$ cat config.mk
export PLATFORM = sky130hd
export DESIGN_NAME = gpevl_core
export DESIGN_NICKNAME = d
export VERILOG_FILES = /design/src/rtl/gpevl_pkg.sv /design/src/rtl/gpevl_core.sv
export SDC_FILE = /design/constraint.sdc
export NUM_CORES = 1
export LEC_CHECK = 0
export BUFFER_PORTS_ARGS = -buffer_cell sky130_fd_sc_hd__buf_4
export CAP_MARGIN = 10
export CELL_PAD_IN_SITES_DETAIL_PLACEMENT = 1
export CELL_PAD_IN_SITES_GLOBAL_PLACEMENT = 2
export CORE_ASPECT_RATIO = 0.8
export CORE_MARGIN = 1
export CORE_UTILIZATION = 30
export CTS_CLUSTER_DIAMETER = 100
export DETAILED_ROUTE_END_ITERATION = 8
export MAX_ROUTING_LAYER = met4
export PLACE_DENSITY_LB_ADDON = 0.1
export SLEW_MARGIN = 10
export SYNTH_ARGS = -nofsm -noshare
export SYNTH_HDL_FRONTEND = slang
export SYNTH_SLANG_ARGS = --single-unit
$ cat constraint.sdc
create_clock -name clk_i -period 3.9 [get_ports clk_i]
set_input_delay 0 -clock clk_i [delete_from_list [all_inputs] [get_ports clk_i]]
set_output_delay 0 -clock clk_i [all_outputs]
set_load 0.05 [all_outputs]
$ cat src/rtl/gpevl_pkg.sv
// constants for the general-purpose event logic
package gpevl_pkg;
   // ---------------------------------------------------------------
   // configuration-space byte offsets
   // ---------------------------------------------------------------
   localparam logic [7:0]  PM_DATA_OFS    = 8'ha7;
   localparam logic [7:0]  EVT_STAT_OFS   = 8'ha8;
   localparam logic [7:0]  EVT_EN_OFS     = 8'haa;
   localparam logic [7:0]  IN_LEVEL_OFS   = 8'hac;
   // dword slots holding the registers above
   localparam logic [5:0]  PM_DWORD       = PM_DATA_OFS[7:2];
   localparam logic [5:0]  EVT_DWORD      = EVT_STAT_OFS[7:2];
   localparam logic [5:0]  IN_DWORD       = IN_LEVEL_OFS[7:2];
   // ---------------------------------------------------------------
   // field layout of status and enable
   // ---------------------------------------------------------------
   localparam int          ZV_BIT         = 15;
   localparam int          PWR_BIT        = 11;
   localparam int          VPP12_BIT      = 8;
   localparam int          NUM_INPUTS     = 5;
   localparam int          PWR_SEL_W      = 3;
   localparam logic [15:0] EVT_IMPL_MASK  = 16'h891f;
   localparam logic [15:0] EVT_RESET      = 16'h0000;
   localparam logic [7:0]  PM_DATA_VALUE  = 8'h00;
   localparam logic [31:0] RDATA_RESET    = 32'h0000_0000;
   localparam logic [1:0]  SETTLE_DONE    = 2'h3;
endpackage : gpevl_pkg

$ cat src/rtl/gpevl_core.sv
// general-purpose event status, enable and input-level registers
`timescale 1ns/100ps
`default_nettype none
module gpevl_core
   import gpevl_pkg::*;
(
   input  wire logic                  clk_i,
   input  wire logic                  nrst_i,
   input  wire logic [5:0]            cfg_dword_i,
   input  wire logic                  cfg_wr_i,
   input  wire logic                  cfg_rd_i,
   input  wire logic [3:0]            cfg_be_i,
   input  wire logic [31:0]           cfg_wdata_i,
   output logic      [31:0]           cfg_rdata_o,
   input  wire logic                  zoom_video_on_bit_i,
   input  wire logic [PWR_SEL_W-1:0]  vcc_select_i,
   input  wire logic [PWR_SEL_W-1:0]  vpp_select_i,
   input  wire logic                  vpp_is_12v_i,
   input  wire logic [NUM_INPUTS-1:0] general_input_i,
   input  wire logic [NUM_INPUTS-1:0] input_is_gpi_i,
   input  wire logic                  event_pin_configured_i,
   output logic                       system_event_output_o
);
   // ---------------------------------------------------------------
   // input synchronisers and change detection
   // ---------------------------------------------------------------
   logic [NUM_INPUTS-1:0] in_meta_q;
   logic [NUM_INPUTS-1:0] in_sync_q;
   logic [NUM_INPUTS-1:0] in_prev_q;
   logic [1:0]            settle_q;
   logic                  zv_prev_q;
   logic [PWR_SEL_W-1:0]  vcc_prev_q;
   logic [PWR_SEL_W-1:0]  vpp_prev_q;
   logic                  v12_prev_q;
   logic                  settled;

   always_ff @(posedge clk_i or negedge nrst_i)
   begin
      if (!nrst_i)
      begin
         in_meta_q <= '0;
         in_sync_q <= '0;
         in_prev_q <= '0;
      end
      else
      begin
         in_meta_q <= general_input_i;
         in_sync_q <= in_meta_q;
         in_prev_q <= in_sync_q;
      end
   end

   // change detectors ignore the first cycles, so a pin held high at reset is not an event
   always_ff @(posedge clk_i or negedge nrst_i)
   begin
      if (!nrst_i)
         settle_q <= '0;
      else if (settle_q != SETTLE_DONE)
         settle_q <= settle_q + 2'h1;
   end
   assign settled = (settle_q == SETTLE_DONE);

   always_ff @(posedge clk_i or negedge nrst_i)
   begin
      if (!nrst_i)
      begin
         zv_prev_q  <= 1'b0;
         vcc_prev_q <= '0;
         vpp_prev_q <= '0;
         v12_prev_q <= 1'b0;
      end
      else
      begin
         zv_prev_q  <= zoom_video_on_bit_i;
         vcc_prev_q <= vcc_select_i;
         vpp_prev_q <= vpp_select_i;
         v12_prev_q <= vpp_is_12v_i;
      end
   end

   logic [15:0] evt_set;
   always_comb
   begin
      evt_set                   = '0;
      evt_set[ZV_BIT]           = zoom_video_on_bit_i ^ zv_prev_q;
      evt_set[PWR_BIT]          = (vcc_select_i != vcc_prev_q) ||
                                  (vpp_select_i != vpp_prev_q);
      evt_set[VPP12_BIT]        = vpp_is_12v_i ^ v12_prev_q;
      evt_set[NUM_INPUTS-1:0]   = in_sync_q ^ in_prev_q;
      if (!settled)
         evt_set = '0;
   end

   // ---------------------------------------------------------------
   // status and enable registers
   // ---------------------------------------------------------------
   logic        evt_hit;
   logic [15:0] stat_clr;
   logic [15:0] stat_d;
   logic [15:0] stat_q;
   logic [15:0] en_q;

   assign evt_hit  = cfg_wr_i && (cfg_dword_i == EVT_DWORD);
   assign stat_clr = evt_hit ? (cfg_wdata_i[15:0] & {{8{cfg_be_i[1]}}, {8{cfg_be_i[0]}}})
                             : 16'h0000;
   // a new event in the clearing cycle wins over the clear
   assign stat_d   = ((stat_q & ~stat_clr) | evt_set) & EVT_IMPL_MASK;

   always_ff @(posedge clk_i or negedge nrst_i)
   begin
      if (!nrst_i)
         stat_q <= EVT_RESET;
      else
         stat_q <= stat_d;
   end

   always_ff @(posedge clk_i or negedge nrst_i)
   begin
      if (!nrst_i)
         en_q <= EVT_RESET;
      else if (evt_hit)
      begin
         if (cfg_be_i[2])
            en_q[7:0]  <= cfg_wdata_i[23:16] & EVT_IMPL_MASK[7:0];
         if (cfg_be_i[3])
            en_q[15:8] <= cfg_wdata_i[31:24] & EVT_IMPL_MASK[15:8];
      end
   end

   // ---------------------------------------------------------------
   // event output
   // ---------------------------------------------------------------
   logic [15:0] pin_gate;
   logic        evt_raise;
   always_comb
   begin
      pin_gate                 = EVT_IMPL_MASK;
      pin_gate[NUM_INPUTS-1:0] = input_is_gpi_i;
   end
   assign evt_raise = event_pin_configured_i && |(stat_q & en_q & pin_gate);

   // level stays up while any enabled flag that pin_gate passes remains set and event_pin_configured_i is high
   always_ff @(posedge clk_i or negedge nrst_i)
   begin
      if (!nrst_i)
         system_event_output_o <= 1'b0;
      else
         system_event_output_o <= evt_raise;
   end

   // ---------------------------------------------------------------
   // read path
   // ---------------------------------------------------------------
   logic [31:0] rd_word;
   always_comb
   begin
      rd_word = '0;
      unique case (cfg_dword_i)
         PM_DWORD:  rd_word[31:24] = PM_DATA_VALUE;
         EVT_DWORD: rd_word = {en_q, stat_q};
         IN_DWORD:  rd_word[NUM_INPUTS-1:0] = in_sync_q;
         default:   rd_word = '0;
      endcase
   end

   always_ff @(posedge clk_i or negedge nrst_i)
   begin
      if (!nrst_i)
         cfg_rdata_o <= RDATA_RESET;
      else if (cfg_rd_i)
         cfg_rdata_o <= rd_word;
   end
endmodule : gpevl_core
`default_nettype wire

* After elaboration in Yosys (flattened, before gate mapping) *
Cells that the tools add are included.

word-level totals
  bits in registers = 74
  input port bits = 65
  output and inout port bits = 33

operators by class
  add/sub/neg operators = 1
  equal/unequal tests = 6
  muxes and demuxes = 5
  bitwise logic cells = 9
  reductions and logical operators = 6

operators by type and width
  cell                                                            number
  16-bit bitwise AND                                              4
  16-bit two-way mux                                              3
  16-bit NOT                                                      1
  16-bit bitwise OR                                               1
  16-bit OR reduction                                             1
  6-bit == test (second input constant)                           2
  5-bit case mux with 2 select lines                              1
  8-bit two-way mux                                               1
  3-bit inequality test                                           2
  5-bit XOR                                                       1
  2-bit AND reduction                                             2
  2-bit by 1-bit adder with 2-bit output (second input constant)  1
  2-bit == test (second input constant)                           1
  1-bit logical AND                                               2
  2-bit inequality test (second input constant)                   1
  1-bit XOR                                                       2
  1-bit logical OR                                                1

* Longest topological paths before layout *
  depth after elaboration = 6
  depth in mapped cells = 5
  depth with buffers taken out = 4

* Least setup slack after synthesis *
OpenSTA, ideal clock, no wires.

  path type = register to register
  from = register settle_q[0]
  to = register settle_q[1]
  arrival time = 1.118 ns
  data required time = 3.775 ns
  setup slack = 2.657 ns
  stages on the path, launching flop included = 4
  period minus slack after synthesis = 1.243 ns
  cell sequence = dfrtp_1 > ha_1 > clkbuf_1 > mux2_2

between the ends
  cells in the longest elaborated chain, start to end = 1
  elaborated cells between the ends (all ways) = 2

RTL lines
  item                                                                             line                                text
  start, declared                                                                  gpevl_core.sv:30                    logic [1:0] settle_q;
  start signal, assigned                                                           gpevl_core.sv:59                    settle_q <= settle_q + 2'h1;
  2-bit by 1-bit adder with 2-bit output or 2-bit inequality test (tied branches)  gpevl_core.sv:59, gpevl_core.sv:58

Parallel ways exist; a longest one is shown, timed or not.
A chain may end at the register's enable or synchronous reset.

* Worst setup path after layout *
  from = input port cfg_dword_i[0]
  to = register stat_q[15]

between the ends
  cells in the longest elaborated chain, start to end = 6

RTL lines
  item                  line               text
  start, declared       gpevl_core.sv:9    input wire logic [5:0] cfg_dword_i,
  6-bit == test         gpevl_core.sv:103  assign evt_hit = cfg_wr_i && (cfg_dword_i == EVT_DWORD);
  1-bit logical AND     gpevl_core.sv:103
  16-bit two-way mux    gpevl_core.sv:104  assign stat_clr = evt_hit ? (cfg_wdata_i[15:0] & {{8{cfg_be_i[1]}}, {8{cfg_be_i[0]}}})
  16-bit NOT            gpevl_core.sv:107  assign stat_d = ((stat_q & ~stat_clr) | evt_set) & EVT_IMPL_MASK;
  16-bit bitwise AND    gpevl_core.sv:107
  16-bit bitwise OR     gpevl_core.sv:107
  named net stat_d[15]  gpevl_core.sv:99   logic [15:0] stat_d;
  end signal, assigned  gpevl_core.sv:114  stat_q <= stat_d;
  end, declared         gpevl_core.sv:100  logic [15:0] stat_q;

The timed path passes the listed nets, and every way through them passes these cells.

==> results.json <==
{
  "syn_area_per_cell_um2": 14.3,
  "synth_xor_area_frac": 0.0517,
  "synth_compound_area_frac": 0.0961,
  "synth-adder-area-share": 0.00528,
  "r2r-start": "vpp_prev_q[0]$_DFF_PN0_",
  "wl_met3_um": 340,
  "cts_made_buffers": 9,
  "finalSetupViolations": 0,
  "setup_tns_ps": 0,
  "start_util": 0.315,
  "max-cap-violations": 0,
  "max_freq_mhz": 716,
  "status": "finished clean",
  "clock-sinks": 58,
  "post-route-min-period_ps": 1400,
  "crit_start": "cfg_dword_i[0]",
  "gp_congestion": 0.721,
  "die_height_um": 81.5,
  "drt_pass1_iterations": 4,
  "reg2reg_slack_ps": 2540,
  "cts_buffer_depth": 2,
  "synth_seq_cells": 58,
  "path_class": "input port to register",
  "synth_area_um2": 2370,
  "drive_gt1_frac": 0.349,
  "detail-route-antenna-nets": 0,
  "endpoint_kind": "register",
  "drt_wl_total_mm": 5.96,
  "ctsHoldBuffers": 36,
  "finalHoldViolCount": 0,
  "start_kind": "input port",
  "io_pins": 98,
  "cp_data_required_time_ps": 4120,
  "io_buffers": 65,
  "root_buffer": "clkbuf_8",
  "antenna_cells": 0,
  "antenna_found_initial": 0,
  "synth_top_family_by_area": "compound AO/OA/AOI/OAI gates",
  "fin_skew_ps": 5.96,
  "path_clk_slew_ps": 70,
  "dp_hpwl_mm": 3.95,
  "ys_warn_count": 0,
  "vias": 1692,
  "design.die.area_um2": 8260,
  "synthMuxAreaShare": 0.0718,
  "cp_max_fo": 10,
  "min_period_over_period": 0.358,
  "critPathBufInv": 2,
  "hp-class": "input port to register",
  "synth_seq_area_share": 0.612,
  "worst-endpoint-arrival_ps": 1620,
  "synth_cell_type_count": 26,
  "syn_inst": 166,
  "critPathTopFamily": "buffers and inverters",
  "cts_setup_buffers": 0,
  "max_stage_delay_ps": 590,
  "drt_iter0_drc": 102,
  "crit_chain": "buf_4, nor2b_2, nand4_1, dlygate4sd3_1, a22o_1",
  "top_layer": "met4",
  "worstMarginPinSlew_ps": 1050,
  "core_um2": 7530,
  "wl_met1_mm": 2.55,
  "p_leak_nw": 1.63,
  "place_area_um2": 2880,
  "drc": 0,
  "slew_violations": 0,
  "routedWlPerCell_um": 15.7,
  "max-vdd-ir-drop_v": 0.000222,
  "die_width_um": 101,
  "worstRegToRegCells": 4,
  "rows": 28,
  "cp_num_cells": 5,
  "viasPerCell": 4.45,
  "design_area_um2": 3450,
  "finalPower_mw": 1.43,
  "synth-simple-area-share": 0.0876,
  "nets": 336,
  "hp-start": "input_is_gpi_i[3]",
  "syn_to_final_growth_pct": 45.7,
  "p_per_area_nw_per_um2": 413,
  "slowest_stage": "dlygate4sd3_1",
  "gr-usage-all-layers": 0.169,
  "wl_met2_mm": 3.01,
  "cts_resized": 0,
  "grt_max_degree": 59,
  "max_slew_margin": 0.294,
  "cts_tree": "done",
  "htree_levels": 3,
  "grt.overflow.total": 0,
  "clock_latency_ps": 340,
  "grt_first_pass_wirelength_mm": 9.73,
  "rsz0062_at_grt": "false",
  "r2r-end": "stat_q[11]$_DFF_PN0_",
  "critPathCapture": "stat_q[15]$_DFF_PN0_",
  "grt_pass1_vias": 1843
}
how the worst min path moves through the flow:
stage | to | slack [ps] | cells past startpoint
finish | system_event_output_o$_DFF_PN0_ | 20 | 4
global route | stat_q[8]$_DFF_PN0_ | 30 | 3
CTS | stat_q[4]$_DFF_PN0_ | 0.2 | 3
detailed placement | in_meta_q[0]$_DFF_PN0_ | 110 | 1
global placement | cfg_rdata_o[15]$_DFFE_PN0P_ | 100 | 1
floorplan | cfg_rdata_o[0]$_DFFE_PN0P_ | -300 | 0
per-layer routing:
layer,GRT usage,up-vias
met2,0.282,55
li1,-,776
met4,0.0565,0
met3,0.0553,5
met5,-,-
met1,0.193,856
report_power, final:
part | switching, mW | leakage, nW | internal [mW]
Clock | 0.241 | 0.116 | 0.372
Sequential | 0.0141 | 0.701 | 0.624
Combinational | 0.0978 | 0.818 | 0.0781
cell usage after synthesis:
cell type	n	area (um2)
xor2_1	11	96.3
nand4b_4	1	23.8
mux2_4	5	75.1
a222oi_1	1	10.0
clkbuf_1	3	11.3
conb_1	1	3.75
ha_1	1	12.5
a22o_1	24	210
inv_1	1	3.75
o21a_1	1	7.51
nor2_1	5	18.8
dfrtp_1	58	1450
buf_4	16	120
nand4_1	8	50.1
buf_6	3	33.8
nor4_1	1	6.26
buf_2	1	5.00
nor2b_2	1	8.76
xnor2_1	3	26.3
nand3_1	8	40.0
nor2_8	1	20.0
mux2_2	4	45.0
nor4_2	1	12.5
nand3_2	1	10.0
mux2i_1	5	50.1
nand3_4	1	17.5
worst reg2reg max path, stage by stage, from the launching register on:
cell     delay, ps
dfrtp_1        390
xor2_1         160
nor4_1         330
nand3_1        140
a22o_1         240
final cells by class:
| class | instances | area, um2 |
|---|---|---|
| clock inverter | 6 | 80.1 |
| timing repair buffer | 101 | 848 |
| multi-input combinational | 99 | 801 |
| tap | 105 | 131 |
| inverter | 1 | 3.75 |
| clock buffer | 10 | 138 |
| fill | 819 | 4080 |
| sequential | 58 | 1450 |
metrics by stage:
stage	worst slack [ps]	hold WS, ps	util	cells
floorplan	2660	-296	-	181
global placement	2260	98.4	0.382	328
detailed placement	2180	111	0.382	328
CTS	2510	0.192	0.458	380
global route	2410	31.0	0.458	380
finish	2500	20.0	0.458	380
registers in the layout, indices dropped and copies added (netlist names):
register               count
cfg_rdata_o               16
en_q                       8
in_meta_q                  5
in_prev_q                  5
in_sync_q                  5
settle_q                   2
stat_q                     8
system_event_output_o      1
v12_prev_q                 1
vcc_prev_q                 3
vpp_prev_q                 3
zv_prev_q                  1
cell usage in the layout, fill, tap and decap left out:
cell / instances
buf_4: 65
nand4_1: 8
nor2_1: 5
dlygate4sd3_1: 36
nor4_1: 1
dfrtp_1: 58
a22o_1: 24
xnor2_1: 3
nand3_2: 1
clkbuf_8: 10
mux2_2: 4
o21a_1: 1
inv_1: 1
nand4b_4: 1
bufinv_16: 2
nor2b_2: 1
ha_1: 1
mux2i_1: 5
nand3_1: 8
nand3_4: 1
xor2_1: 11
a222oi_1: 1
conb_1: 16
mux2_4: 5
nor2_8: 1
nor4_2: 1
clkinv_2: 4
kinds of logic after synthesis:
kind of cell | after synthesis
DFF | 58
and+or+nand+nor | 28
AOI/OAI and AO/OA | 26
buffers and inverters | 24
xor gates and xnor gates | 14
muxes | 14
adders and majority gates | 1
other | 1
Note: power is estimated with default switching activity, not from simulation.
